--- config.mk ---
export PLATFORM = sky130hd
export DESIGN_NAME = hfpa_host_port
export DESIGN_NICKNAME = d
export VERILOG_FILES = /design/src/shared/hfpa_pkg.sv /design/src/hfpa_fifo.sv /design/src/hfpa_w1c_bank.sv /design/src/hfpa_host_port.sv
export SDC_FILE = /design/constraint.sdc
export NUM_CORES = 1
export LEC_CHECK = 0
export BUFFER_PORTS_ARGS = -buffer_cell sky130_fd_sc_hd__buf_2
export CORE_ASPECT_RATIO = 2
export CORE_MARGIN = 3
export CORE_UTILIZATION = 35
export CTS_CLUSTER_DIAMETER = 150
export CTS_CLUSTER_SIZE = 12
export DETAILED_ROUTE_END_ITERATION = 8
export SLEW_MARGIN = 20
export SYNTH_ARGS = -nofsm -noshare
export SYNTH_HDL_FRONTEND = slang
export SYNTH_SLANG_ARGS = --single-unit
--- constraint.sdc ---
create_clock -name clk -period 3.5 [get_ports clk]
set_input_delay 0 -clock clk [delete_from_list [all_inputs] [get_ports clk]]
set_output_delay 0 -clock clk [all_outputs]
set_load 0.02 [all_outputs]
--- src/shared/hfpa_pkg.sv ---
package hfpa_pkg;
  // ----------------------------------------------------------------
  // Sizes
  // ----------------------------------------------------------------
  localparam int DATA_W = 32;
  localparam int HALF_W = 16;
  localparam int FIFO_DEPTH = 4;
  localparam int CNT_W = 3;
  localparam int DROP_W = 8;
  localparam int KEEP_W = 16;

  // ----------------------------------------------------------------
  // Port and register byte addresses
  // ----------------------------------------------------------------
  localparam logic [7:0] ADDR_RX_DATA = 8'h00;
  localparam logic [7:0] ADDR_TX_DATA = 8'h20;
  localparam logic [7:0] ALIAS_MASK = 8'he0;
  localparam logic [7:0] WORD_MASK = 8'hfc;
  localparam logic [7:0] ADDR_RX_STAT_POP = 8'h40;
  localparam logic [7:0] ADDR_RX_STAT_PEEK = 8'h44;
  localparam logic [7:0] ADDR_TX_STAT_POP = 8'h48;
  localparam logic [7:0] ADDR_TX_STAT_PEEK = 8'h4c;
  localparam logic [7:0] ADDR_STATUS = 8'h50;
  localparam logic [7:0] ADDR_CTRL = 8'h54;
  localparam logic [7:0] ADDR_EVENT = 8'h58;
  localparam logic [7:0] ADDR_LATCH = 8'h5c;
  localparam logic [7:0] ADDR_DROP = 8'h60;
  localparam logic [7:0] ADDR_KEEP = 8'h64;

  // ----------------------------------------------------------------
  // Field positions
  // ----------------------------------------------------------------
  localparam int CTRL_RX_FLUSH = 0;
  localparam int CTRL_TX_FLUSH = 1;
  localparam int CTRL_SOFT_RST = 2;
  localparam int CTRL_RXD_CAP_LSB = 8;
  localparam int CTRL_RXS_CAP_LSB = 12;
  localparam int CTRL_TXD_CAP_LSB = 16;
  localparam int STAT_RXS_LVL_LSB = 0;
  localparam int STAT_RXD_LVL_LSB = 4;
  localparam int STAT_TXS_LVL_LSB = 8;
  localparam int STAT_TXD_LVL_LSB = 12;
  localparam int STAT_MODE16 = 16;
  localparam int EVT_RXD_UNDER = 0;
  localparam int EVT_TXD_OVER = 1;
  localparam int EVT_RXS_UNDER = 2;
  localparam int EVT_TXS_UNDER = 3;
  localparam int EVT_N = 4;
  localparam int LATCH_RXD_FULL = 0;
  localparam int LATCH_TXD_ROOM = 1;

  // ----------------------------------------------------------------
  // Reset values
  // ----------------------------------------------------------------
  localparam logic [CNT_W-1:0] CAP_RESET = 3'h4;
  localparam logic [KEEP_W-1:0] KEEP_RESET = 16'h0000;
  localparam logic [DROP_W-1:0] DROP_RESET = 8'h00;
  localparam logic [DROP_W-1:0] DROP_MAX = 8'hff;
endpackage : hfpa_pkg

--- src/hfpa_fifo.sv ---
module hfpa_fifo #(
  parameter int WIDTH = 32,
  parameter int DEPTH = 4,
  parameter int CW = 3
) (
  input wire logic clk,
  input wire logic reset,
  input wire logic flush,
  input wire logic [CW-1:0] cap,
  input wire logic [WIDTH-1:0] in_data,
  input wire logic in_valid,
  output logic in_ready,
  output logic [WIDTH-1:0] out_data,
  output logic out_valid,
  input wire logic out_ready,
  output logic [CW-1:0] level
);
  // ----------------------------------------------------------------
  // Storage, pointers wrap at DEPTH
  // ----------------------------------------------------------------
  localparam int AW = (DEPTH > 1) ? $clog2(DEPTH) : 1;
  logic [WIDTH-1:0] mem [DEPTH];
  logic [AW-1:0] wr_ptr;
  logic [AW-1:0] rd_ptr;
  logic [CW-1:0] count;

  wire push = in_valid & in_ready;
  wire pop = out_valid & out_ready;
  wire [CW-1:0] next_count = count + CW'(push) - CW'(pop);
  wire [AW-1:0] next_wr_ptr = (wr_ptr == AW'(DEPTH - 1)) ? '0 : wr_ptr + 1'b1;
  wire [AW-1:0] next_rd_ptr = (rd_ptr == AW'(DEPTH - 1)) ? '0 : rd_ptr + 1'b1;
  wire next_ready = (next_count < cap) && (next_count < CW'(DEPTH));

  assign out_data = mem[rd_ptr];
  assign level = count;

  always_ff @(posedge clk) begin
    if (reset || flush) begin
      count <= '0;
      wr_ptr <= '0;
      rd_ptr <= '0;
      in_ready <= 1'b0;
      out_valid <= 1'b0;
    end else begin
      count <= next_count;
      wr_ptr <= push ? next_wr_ptr : wr_ptr;
      rd_ptr <= pop ? next_rd_ptr : rd_ptr;
      in_ready <= next_ready;
      out_valid <= next_count != '0;
    end
  end

  always_ff @(posedge clk) begin
    if (push) begin
      mem[wr_ptr] <= in_data;
    end
  end
endmodule : hfpa_fifo

--- src/hfpa_w1c_bank.sv ---
module hfpa_w1c_bank #(
  parameter int N = 4
) (
  input wire logic clk,
  input wire logic reset,
  input wire logic [N-1:0] set,
  input wire logic clr_wr,
  input wire logic [N-1:0] clr_data,
  output logic [N-1:0] bits
);
  // ----------------------------------------------------------------
  // Sticky bits, a new event wins over a clear
  // ----------------------------------------------------------------
  genvar i;
  generate
    for (i = 0; i < N; i++) begin : g_bit
      wire next_bit = set[i] | (bits[i] & ~(clr_wr & clr_data[i]));
      always_ff @(posedge clk) begin
        if (reset) begin
          bits[i] <= 1'b0;
        end else begin
          bits[i] <= next_bit;
        end
      end
    end
  endgenerate
endmodule : hfpa_w1c_bank

--- src/hfpa_host_port.sv ---
// Overview of operation
// - Writes to read-only registers change nothing
// - Write-only port reads return zero
// - Writing one clears bit, zero keeps it
// - Read returns value, then bit clears
// - Latched status holds until its register read
// - Immune bits survive software reset
// - Every reset loads register defaults, except keep on soft reset
// - Four FIFOs, three with configurable sizes
// - Receive status pop read removes head
// - Receive status peek leaves FIFO unchanged
// - Receive data reads pop, aliased window
// - Transmit status pop read removes head
// - Transmit status peek leaves FIFO unchanged
// - Transmit data write-only, aliased push window
// - Writes to receive ports change nothing
module hfpa_host_port import hfpa_pkg::*; (
  input wire logic clk,
  input wire logic reset,
  input wire logic bus_mode16_strap,
  input wire logic host_cs,
  input wire logic host_rd,
  input wire logic host_wr,
  input wire logic [7:0] host_addr,
  input wire logic [DATA_W-1:0] host_wdata,
  output logic [DATA_W-1:0] host_rdata,
  output logic host_rvalid,
  input wire logic [DATA_W-1:0] rx_stat_in,
  input wire logic rx_stat_in_valid,
  output logic rx_stat_in_ready,
  input wire logic [DATA_W-1:0] rx_data_in,
  input wire logic rx_data_in_valid,
  output logic rx_data_in_ready,
  input wire logic [DATA_W-1:0] tx_stat_in,
  input wire logic tx_stat_in_valid,
  output logic tx_stat_in_ready,
  output logic [DATA_W-1:0] tx_data_out,
  output logic tx_data_out_valid,
  input wire logic tx_data_out_ready
);
  // ----------------------------------------------------------------
  // Bus mode and resets
  // ----------------------------------------------------------------
  logic mode16;
  logic soft_rst;
  wire sreset = reset | soft_rst;

  always_ff @(posedge clk) begin
    if (reset) begin
      mode16 <= bus_mode16_strap;
    end
  end

  // ----------------------------------------------------------------
  // Address decode
  // ----------------------------------------------------------------
  wire rd_acc = host_cs & host_rd;
  wire wr_acc = host_cs & host_wr & ~host_rd;
  wire [7:0] word_addr = host_addr & WORD_MASK;
  wire in_rxd = (host_addr & ALIAS_MASK) == ADDR_RX_DATA;
  wire in_txd = (host_addr & ALIAS_MASK) == ADDR_TX_DATA;
  wire hit_rxs_pop = word_addr == ADDR_RX_STAT_POP;
  wire hit_rxs_peek = word_addr == ADDR_RX_STAT_PEEK;
  wire hit_txs_pop = word_addr == ADDR_TX_STAT_POP;
  wire hit_txs_peek = word_addr == ADDR_TX_STAT_PEEK;
  wire ctrl_wr = wr_acc & (word_addr == ADDR_CTRL);
  wire ev_clr_wr = wr_acc & (word_addr == ADDR_EVENT);
  wire keep_wr = wr_acc & (word_addr == ADDR_KEEP);
  wire latch_rd = rd_acc & (word_addr == ADDR_LATCH);
  wire drop_rd = rd_acc & (word_addr == ADDR_DROP);
  wire hi_half = ~mode16 | host_addr[1];

  // ----------------------------------------------------------------
  // FIFO side signals
  // ----------------------------------------------------------------
  logic [DATA_W-1:0] rxs_data;
  logic [DATA_W-1:0] rxd_data;
  logic [DATA_W-1:0] txs_data;
  logic rxs_valid;
  logic rxd_valid;
  logic txs_valid;
  logic txd_ready;
  logic [CNT_W-1:0] rxs_level;
  logic [CNT_W-1:0] rxd_level;
  logic [CNT_W-1:0] txs_level;
  logic [CNT_W-1:0] txd_level;
  logic [CNT_W-1:0] rxd_cap;
  logic [CNT_W-1:0] rxs_cap;
  logic [CNT_W-1:0] txd_cap;
  logic rx_flush;
  logic tx_flush;
  logic rxd_half;
  logic txd_half;
  logic [HALF_W-1:0] txd_low;

  wire rxd_rd = rd_acc & in_rxd;
  wire rxd_pop = rxd_rd & rxd_valid & (~mode16 | rxd_half);
  wire rxs_pop = rd_acc & hit_rxs_pop & rxs_valid & hi_half;
  wire txs_pop = rd_acc & hit_txs_pop & txs_valid & hi_half;
  wire txd_wr = wr_acc & in_txd;
  wire txd_push = txd_wr & (~mode16 | txd_half);
  wire [DATA_W-1:0] txd_word = mode16 ? {host_wdata[HALF_W-1:0], txd_low} : host_wdata;
  wire rxs_push = rx_stat_in_valid & rx_stat_in_ready;
  wire rxd_push = rx_data_in_valid & rx_data_in_ready;
  wire txs_push = tx_stat_in_valid & tx_stat_in_ready;
  wire txd_drain = tx_data_out_valid & tx_data_out_ready;
  wire refused = (rx_data_in_valid & ~rx_data_in_ready) | (rx_stat_in_valid & ~rx_stat_in_ready);

  // ----------------------------------------------------------------
  // FIFOs
  // ----------------------------------------------------------------
  hfpa_fifo #(.WIDTH(DATA_W), .DEPTH(FIFO_DEPTH), .CW(CNT_W)) u_rx_stat (
    .clk(clk), .reset(sreset), .flush(rx_flush), .cap(rxs_cap),
    .in_data(rx_stat_in), .in_valid(rx_stat_in_valid), .in_ready(rx_stat_in_ready),
    .out_data(rxs_data), .out_valid(rxs_valid), .out_ready(rxs_pop), .level(rxs_level)
  );
  hfpa_fifo #(.WIDTH(DATA_W), .DEPTH(FIFO_DEPTH), .CW(CNT_W)) u_rx_data (
    .clk(clk), .reset(sreset), .flush(rx_flush), .cap(rxd_cap),
    .in_data(rx_data_in), .in_valid(rx_data_in_valid), .in_ready(rx_data_in_ready),
    .out_data(rxd_data), .out_valid(rxd_valid), .out_ready(rxd_pop), .level(rxd_level)
  );
  hfpa_fifo #(.WIDTH(DATA_W), .DEPTH(FIFO_DEPTH), .CW(CNT_W)) u_tx_stat (
    .clk(clk), .reset(sreset), .flush(tx_flush), .cap(CNT_W'(FIFO_DEPTH)),
    .in_data(tx_stat_in), .in_valid(tx_stat_in_valid), .in_ready(tx_stat_in_ready),
    .out_data(txs_data), .out_valid(txs_valid), .out_ready(txs_pop), .level(txs_level)
  );
  hfpa_fifo #(.WIDTH(DATA_W), .DEPTH(FIFO_DEPTH), .CW(CNT_W)) u_tx_data (
    .clk(clk), .reset(sreset), .flush(tx_flush), .cap(txd_cap),
    .in_data(txd_word), .in_valid(txd_push), .in_ready(txd_ready),
    .out_data(tx_data_out), .out_valid(tx_data_out_valid), .out_ready(tx_data_out_ready),
    .level(txd_level)
  );

  // ----------------------------------------------------------------
  // Half-word pairing in 16-bit mode
  // ----------------------------------------------------------------
  always_ff @(posedge clk) begin
    if (sreset || rx_flush) begin
      rxd_half <= 1'b0;
    end else if (mode16 && rxd_rd && rxd_valid) begin
      rxd_half <= ~rxd_half;
    end
  end

  always_ff @(posedge clk) begin
    if (sreset || tx_flush) begin
      txd_half <= 1'b0;
      txd_low <= '0;
    end else if (mode16 && txd_wr) begin
      txd_half <= ~txd_half;
      txd_low <= txd_half ? txd_low : host_wdata[HALF_W-1:0];
    end
  end

  // ----------------------------------------------------------------
  // Control register, self-clearing actions
  // ----------------------------------------------------------------
  always_ff @(posedge clk) begin
    if (sreset) begin
      rxd_cap <= CAP_RESET;
      rxs_cap <= CAP_RESET;
      txd_cap <= CAP_RESET;
      rx_flush <= 1'b0;
      tx_flush <= 1'b0;
    end else begin
      rxd_cap <= ctrl_wr ? host_wdata[CTRL_RXD_CAP_LSB +: CNT_W] : rxd_cap;
      rxs_cap <= ctrl_wr ? host_wdata[CTRL_RXS_CAP_LSB +: CNT_W] : rxs_cap;
      txd_cap <= ctrl_wr ? host_wdata[CTRL_TXD_CAP_LSB +: CNT_W] : txd_cap;
      rx_flush <= ctrl_wr & host_wdata[CTRL_RX_FLUSH];
      tx_flush <= ctrl_wr & host_wdata[CTRL_TX_FLUSH];
    end
  end

  always_ff @(posedge clk) begin
    if (reset) begin
      soft_rst <= 1'b0;
    end else begin
      soft_rst <= ctrl_wr & host_wdata[CTRL_SOFT_RST] & ~soft_rst;
    end
  end

  // ----------------------------------------------------------------
  // Status bits: sticky events, latches, drop counter, immune word
  // ----------------------------------------------------------------
  logic [EVT_N-1:0] events;
  logic [EVT_N-1:0] ev_set;
  logic lat_full;
  logic lat_room;
  logic [DROP_W-1:0] drop;
  logic [KEEP_W-1:0] keep;

  assign ev_set[EVT_RXD_UNDER] = rxd_rd & ~rxd_valid;
  assign ev_set[EVT_TXD_OVER] = txd_push & ~txd_ready;
  assign ev_set[EVT_RXS_UNDER] = rd_acc & hit_rxs_pop & ~rxs_valid;
  assign ev_set[EVT_TXS_UNDER] = rd_acc & hit_txs_pop & ~txs_valid;

  hfpa_w1c_bank #(.N(EVT_N)) u_events (
    .clk(clk), .reset(sreset), .set(ev_set), .clr_wr(ev_clr_wr),
    .clr_data(host_wdata[EVT_N-1:0]), .bits(events)
  );

  wire rxd_full_now = (rxd_level >= rxd_cap) || (rxd_level >= CNT_W'(FIFO_DEPTH));
  wire txd_room_now = (txd_level < txd_cap) && (txd_level < CNT_W'(FIFO_DEPTH));
  wire next_lat_full = (lat_full & ~latch_rd) | rxd_full_now;
  wire next_lat_room = (lat_room | latch_rd) & txd_room_now;
  wire drop_inc = refused & (drop != DROP_MAX);
  wire [DROP_W-1:0] next_drop = drop_rd ? DROP_W'(refused) : drop + DROP_W'(drop_inc);

  always_ff @(posedge clk) begin
    if (sreset) begin
      lat_full <= 1'b0;
      lat_room <= 1'b1;
      drop <= DROP_RESET;
    end else begin
      lat_full <= next_lat_full;
      lat_room <= next_lat_room;
      drop <= next_drop;
    end
  end

  always_ff @(posedge clk) begin
    if (reset) begin
      keep <= KEEP_RESET;
    end else if (keep_wr) begin
      keep <= host_wdata[KEEP_W-1:0];
    end
  end

  // ----------------------------------------------------------------
  // Read data selection
  // ----------------------------------------------------------------
  function automatic logic [DATA_W-1:0] hfpa_half(input logic [DATA_W-1:0] w, input logic hi);
    hfpa_half = hi ? {{HALF_W{1'b0}}, w[DATA_W-1:HALF_W]} : {{HALF_W{1'b0}}, w[HALF_W-1:0]};
  endfunction : hfpa_half

  wire [DATA_W-1:0] rxd_word = rxd_valid ? rxd_data : '0;
  wire [DATA_W-1:0] rxs_word = rxs_valid ? rxs_data : '0;
  wire [DATA_W-1:0] txs_word = txs_valid ? txs_data : '0;
  wire [DATA_W-1:0] rxd_view = mode16 ? hfpa_half(rxd_word, rxd_half) : rxd_word;
  wire [DATA_W-1:0] rxs_view = mode16 ? hfpa_half(rxs_word, host_addr[1]) : rxs_word;
  wire [DATA_W-1:0] txs_view = mode16 ? hfpa_half(txs_word, host_addr[1]) : txs_word;
  wire [DATA_W-1:0] status_word = DATA_W'({mode16, 1'b0, txd_level, 1'b0, txs_level,
                                           1'b0, rxd_level, 1'b0, rxs_level});
  wire [DATA_W-1:0] ctrl_word = DATA_W'({1'b0, txd_cap, 1'b0, rxs_cap, 1'b0, rxd_cap,
                                         5'h00, 1'b0, tx_flush, rx_flush});
  wire [DATA_W-1:0] latch_word = DATA_W'({lat_room, lat_full});
  wire [DATA_W-1:0] next_rdata =
    in_rxd ? rxd_view :
    in_txd ? '0 :
    (hit_rxs_pop | hit_rxs_peek) ? rxs_view :
    (hit_txs_pop | hit_txs_peek) ? txs_view :
    (word_addr == ADDR_STATUS) ? status_word :
    (word_addr == ADDR_CTRL) ? ctrl_word :
    (word_addr == ADDR_EVENT) ? DATA_W'(events) :
    (word_addr == ADDR_LATCH) ? latch_word :
    (word_addr == ADDR_DROP) ? DATA_W'(drop) :
    (word_addr == ADDR_KEEP) ? DATA_W'(keep) : '0;

  always_ff @(posedge clk) begin
    if (reset) begin
      host_rdata <= '0;
      host_rvalid <= 1'b0;
    end else begin
      host_rdata <= rd_acc ? next_rdata : host_rdata;
      host_rvalid <= rd_acc;
    end
  end

  wire rx_quiet = !sreset && !rx_flush;
  wire tx_quiet = !sreset && !tx_flush;
endmodule : hfpa_host_port

==> results.md, run 1 <==
- Gr ovfl total: 0
- Fin nets: 2167
- M1 WL: 26600 um
- Critical path required time: 3970 ps
- Root buf cell: clkbuf_16
- Fin cells: 3030
- Routability cong.: 0.926
- Post-CTS Setup Bufs: 0
- Leak: 0.0108 uW
- CP Cell Sequence: nand2b_1, nand3_1, xnor2_1, ha_1, inv_1, fa_1, xnor2_1, xor2_1, inv_1, ha_1, a2111oi_0
- Setup_tns: 0 ps
- Synthesis-to-finish area growth: 20.8%
- Final hold viol count: 0
- Cell taking the most area after synthesis: edfxtp_1
- Final worst path period share: 94.6%
- Total number of vias: 15.5k
- Mean Syn Cell Area: 16.4 sq um
- Commonest non-fill, non-tap cell in the layout: edfxtp_1
- Distinct cells, synth: 75
- CP Max Fanout: 5
- Syn Inst Count: 1604
- DR top layer: met5
- Seq cells post-synth: 650
- Buf+Inv Stages, Crit Path: 2
- Drt wl/cell: 23.9 um
- WHS: 54.4 ps
- Global-route wire length before repair: 106000 um
- # rows: 141
- Worst path arrival time: 3790 ps
- Die ar.: 0.0788 sq mm
- Final min period: 3310 ps
- Max clock buf depth: 3
- Startpoint types: register
- Commonest non-fill, non-tap cells in the layout: 513 x edfxtp_1, 213 x buf_2, 150 x nand2_1
- Fillers: 6610
- Synth warn: 0
- Crit path kind: register to register
- Finished Core Util: 42.8%
- Die height: 394 um
- Crit-path slowest cell: edfxtp_1
- Syn Nets: 1793
- Status: complete, no violations
- CTS buffer count: 60
- Clk Latency, worst-skew pair: 640 ps
- DR WL met2: 38100 um
- Fmax: 0.302 GHz
- H-tree Lvls: 2
- Rel. slew slack: 28.1%
- Worst hold-check path type: primary input to register
- Cell family with most CP delay: adder cells
- Asr flop ratio synth: 0%
- Worst-path clk slew: 70 ps
- IO Pins: 215
- Vias in the first global route: 16.4k
- CORE AREA: 0.0743 sq mm
- Crit-path max cell delay: 460 ps
- Placed Instances: 2774
- Global Route Usage Sum: 18.3%
- Largest net degree at the start of global routing: 37
- Hold depth: 4
- DRT Pass-1 Iters: 5
- Routed Antenna Nets: 0
- # DRC: 0
- Worst R2R Path Depth: 11
- Critical path depth: 11
- Reg area: 0.0182 sq mm
- CTS tree: yes
- Synthesized area: 0.0263 sq mm
- Via density: 5.12
- Post-DP HPWL: 52200 um
- # Max-Cap Violations: 0
- Final worst setup slack: 187 ps
- Slew @ Worst Pin: 1070 ps
- Synth top area cells: edfxtp_1 58%, mux4_2 11%, dfxtp_1 10%
- Area of the multi-input gates: 0.00760 sq mm
- Pre-CTS setup slack: 213 ps
- Final setup fails: 0
- Seq/Total Area, Yosys: 68.9%
- # clock sinks: 650
- Ys flop type: edfxtp_1
- Die W: 200 um
- Clock skew: 17.7 ps
- Pwr/cell area: 523 mW/mm^2
- Initial Util: 35.5%
- Post-synth EDFFs: 513
- RSZ-0062 raised after global routing: false
- Number of buffers added on ports: 213
- Initial antenna violation count: 4
- Critical Path End Type: register
- Peak supply drop: 0.378 mV
- Total Wirelength: 72500 um
- Initial DRC count: 1144
- Layout cell share with drive strength beyond 1: 25.9%
- Post-synth top area share: 58.5%
- Slew Viols, Final: 0
- Wire length on met3: 4120 um
[Yosys cell counts, drive strengths merged, types with 8 or more instances]
cell    number
mux4       131
or3          9
xor2         8
nor3        14
dfxtp      137
xnor2        8
a21o         9
clkbuf      49
o22ai        8
o21ai       13
a21oi       82
and2        17
a221oi      26
and3        27
ha          39
a22oi       18
inv         46
mux2        46
nor2        70
nand2      150
buf         42
a221o        9
edfxtp     513
mux2i       24
[cell families (layout without fill, tap and decap cells)]
| group | after synthesis | after routing | synth area share [%] |
|---|---|---|---|
| AO/OA/AOI/OAI | 233 | 233 | 6.18 |
| XOR/XNOR | 16 | 16 | 0.532 |
| adder cells (fa/ha/maj) | 43 | 43 | 2.16 |
| buffers and inverters | 137 | 559 | 2.29 |
| flip-flops | 650 | 650 | 68.9 |
| multiplexers | 201 | 201 | 14.1 |
| other | 0 | 3 | 0 |
| AND/OR/NAND/NOR | 324 | 324 | 5.86 |
[layout make-up]
| type | instances | area share [%] |
|---|---|---|
| repair buffers | 403 | 9.11 |
| diodes | 3 | 0.0236 |
| well taps | 1001 | 3.94 |
| clock buffers | 107 | 5.27 |
| clock inverters | 3 | 0.193 |
| multi-input cells | 817 | 23.9 |
| inverters | 46 | 0.543 |
| flip-flops and latches | 650 | 57.0 |
[state kept, by name (all words and copies together), names as in the netlist, 4 cells and up, named ones only]
| signal | count |
|---|---|
| u_rx_data.mem | 128 |
| u_rx_stat.mem | 128 |
| u_tx_data.mem | 128 |
| u_tx_stat.mem | 128 |
| host_rdata | 32 |
| keep | 16 |
| txd_low | 16 |
| drop | 8 |
| u_events.bits | 4 |
[through the flow]
step                total power (uW)  instance area, sq um
global route                   17300                 31800
global placement               10600                 28600
floorplan                       9930                 26300
CTS                            16800                 31800
detailed placement             10700                 28600
finish                         16600                 31800
[worst paths after layout]
kind | endpoint | from | slack (ps)
min | lat_full | host_addr[2] | 50
max | u_rx_stat.in_ready | mode16 | 190
min reg2reg | txd_low[13] | txd_low[13] | 450
max reg2reg | u_rx_stat.in_ready | mode16 | 190
[what timing repair did]
action                                 4_1_cts  5_1_grt
resized for setup                            0        0
hold buffers                               143        0
endpoints found under the hold margin      587        0
[worst register-to-register path, cell delays in order, from the launching register on]
cell and delay (ps):
edfxtp_1 460, nand2b_1 220, nand3_1 300, xnor2_1 250, ha_1 180, inv_1 50, fa_1 410, xnor2_1 200
xor2_1 260, inv_1 90, ha_1 280, a2111oi_0 450
[metal layers]
| metal | vias up | GRT usage [%] |
|---|---|---|
| met5 | - | 0 |
| met4 | 2 | 8.57 |
| met3 | 130 | 3.18 |
| met2 | 543 | 32.7 |
| met1 | 7807 | 20.8 |
| li1 | 7046 | - |
[where the power goes]
part / leakage (uW) / internal (uW) / switching, uW
Sequential: 0.00576 / 8660 / 193
Clock: 0.000822 / 3230 / 2780
Combinational: 0.00426 / 730 / 1040
Total: 0.0108 / 12600 / 4010
No activity file was read; power rests on OpenSTA's default activity.
==> run 2, diff against run 1 <==
--- a/config.mk
+++ b/config.mk
@@ -9,7 +9,7 @@
 export CORE_ASPECT_RATIO = 2
 export CORE_MARGIN = 3
 export CORE_UTILIZATION = 35
-export CTS_CLUSTER_DIAMETER = 150
+export CTS_BUF_LIST = sky130_fd_sc_hd__clkbuf_16
 export CTS_CLUSTER_SIZE = 12
 export DETAILED_ROUTE_END_ITERATION = 8
 export SLEW_MARGIN = 20
==> results.md, run 2 (synthesized netlist as in run 1, its figures left out) <==
- Critical path depth: 11
- IO Pins: 215
- Global-route wire length before repair: 106000 um
- Slew @ Worst Pin: 1080 ps
- Total Wirelength: 72700 um
- Final setup fails: 0
- Final non-filler cell area: 0.0320 sq mm
- Final min period: 3210 ps
- Cell family with most CP delay: adder cells
- Initial Util: 35.5%
- Slew Viols, Final: 0
- Commonest non-fill, non-tap cells in the layout: 513 x edfxtp_1, 213 x buf_2, 150 x nand2_1
- H-tree Lvls: 3
- Critical Path End Type: register
- Worst hold-check path type: primary input to register
- Total number of vias: 15.6k
- # rows: 141
- Clock skew: 19.1 ps
- Post-CTS Setup Bufs: 0
- Worst path arrival time: 3690 ps
- Worst-path clk slew: 60 ps
- Setup_tns: 0 ps
- Via density: 5.15
- Hold depth: 4
- Worst R2R Path Depth: 11
- Status: complete, no violations
- Synthesis-to-finish area growth: 21.6%
- Fmax: 0.312 GHz
- Initial antenna violation count: 5
- Crit path kind: register to register
- Peak supply drop: 0.320 mV
- Number of buffers added on ports: 213
- Initial DRC count: 1143
- WHS: 47.5 ps
- Placed Area: 0.0286 sq mm
- Die ar.: 0.0788 sq mm
- CTS buffer count: 66
- DRT Pass-1 Iters: 5
- Pwr/cell area: 535 mW/mm^2
- Global Route Usage Sum: 18.4%
- Routability cong.: 0.926
- Max clock buf depth: 3
- Placed Instances: 2774
- Fin nets: 2173
- Drt wl/cell: 24.1 um
- Final worst path period share: 91.7%
- Critical path required time: 3980 ps
- Vias in the first global route: 16.5k
- Post-DP HPWL: 52200 um
- Buf+Inv Stages, Crit Path: 2
- Largest net degree at the start of global routing: 37
- CTS tree: yes
- Crit-path max cell delay: 460 ps
- CORE AREA: 0.0743 sq mm
- Rel. slew slack: 27.4%
- CP Cell Sequence: nand2b_1, nand3_2, xnor2_1, ha_1, inv_1, fa_1, xnor2_1, xor2_1, inv_1, ha_1, a2111oi_0
- Final hold viol count: 0
- Leak: 0.0110 uW
- Startpoint types: register
- Gr ovfl total: 0
- Root buf cell: clkbuf_16
- Routed Antenna Nets: 0
- RSZ-0062 raised after global routing: false
- Fin cells: 3021
- Crit-path slowest cell: edfxtp_1
- # Max-Cap Violations: 0
- Layout cell share with drive strength beyond 1: 26.7%
- # DRC: 0
- # clock sinks: 650
- Clk Latency, worst-skew pair: 630 ps
- Commonest non-fill, non-tap cell in the layout: edfxtp_1
- CP Max Fanout: 5
- Die height: 394 um
- Die W: 200 um
run 2: cell types whose count changed in the layout (fill, tap and decap cells not counted), moves of 2 or more:
cell,change
clkbuf_1,-47
inv_1,+19
clkbuf_16,+6
clkinv_1,+6
inv_6,+3
bufinv_16,+2
diode_2,-2
inv_16,+2
run 2: what timing repair did:
| action | CTS | global route |
|---|---|---|
| hold buffers | 143 | 0 |
| endpoints found under the hold margin | 589 | 0 |
| gates resized for setup | 0 | 1 |
| setup endpoints to repair | 0 | 1 |
run 2: area by class of cell:
type,instances,area (sq um)
Fill cell,6577,42200
Sequential cell,650,18200
Multi-Input combinational cell,817,7600
Timing Repair Buffer,403,2900
Clock buffer,66,1650
Tap cell,1001,1250
Clock inverter,37,288
Inverter,46,173
Antenna cell,1,2.50
run 2: layer usage:
| metal | routed length, um | track usage, % |
|---|---|---|
| met1 | 27000 | 20.7 |
| met2 | 38000 | 32.5 |
| met3 | 4190 | 3.92 |
| met4 | 3570 | 9.28 |
| met5 | 21 | 0 |
run 2: worst min-delay path, cell delays in order:
cell and delay [ps]:
buf_2 190, nand4_1 220, a211oi_1 110, a21oi_1 130
run 2: final timing paths:
path                                   start                  to  slack, ps
worst max-delay path                  mode16  u_rx_stat.in_ready        290
worst min-delay path            host_addr[2]            lat_full         50
worst max register to register        mode16  u_rx_stat.in_ready        290
worst min register to register   txd_low[13]         txd_low[13]        450
run 2: through the flow:
stage / util (%) / power, uW / worst slack, ps
floorplan: - / 9930 / 432
global placement: 38.6 / 10600 / 430
detailed placement: 38.6 / 10700 / 213
CTS: 43.1 / 17400 / 183
global route: 43.1 / 17800 / 103
finish: 43.1 / 17100 / 291
run 2: power by group:
part / switching, uW / total, uW / internal [uW] / leakage [uW]
sequential: 193 / 8860 / 8660 / 0.00576
clock: 2920 / 6510 / 3590 / 0.00102
combinational: 1040 / 1770 / 730 / 0.00426
total: 4150 / 17100 / 13000 / 0.0110
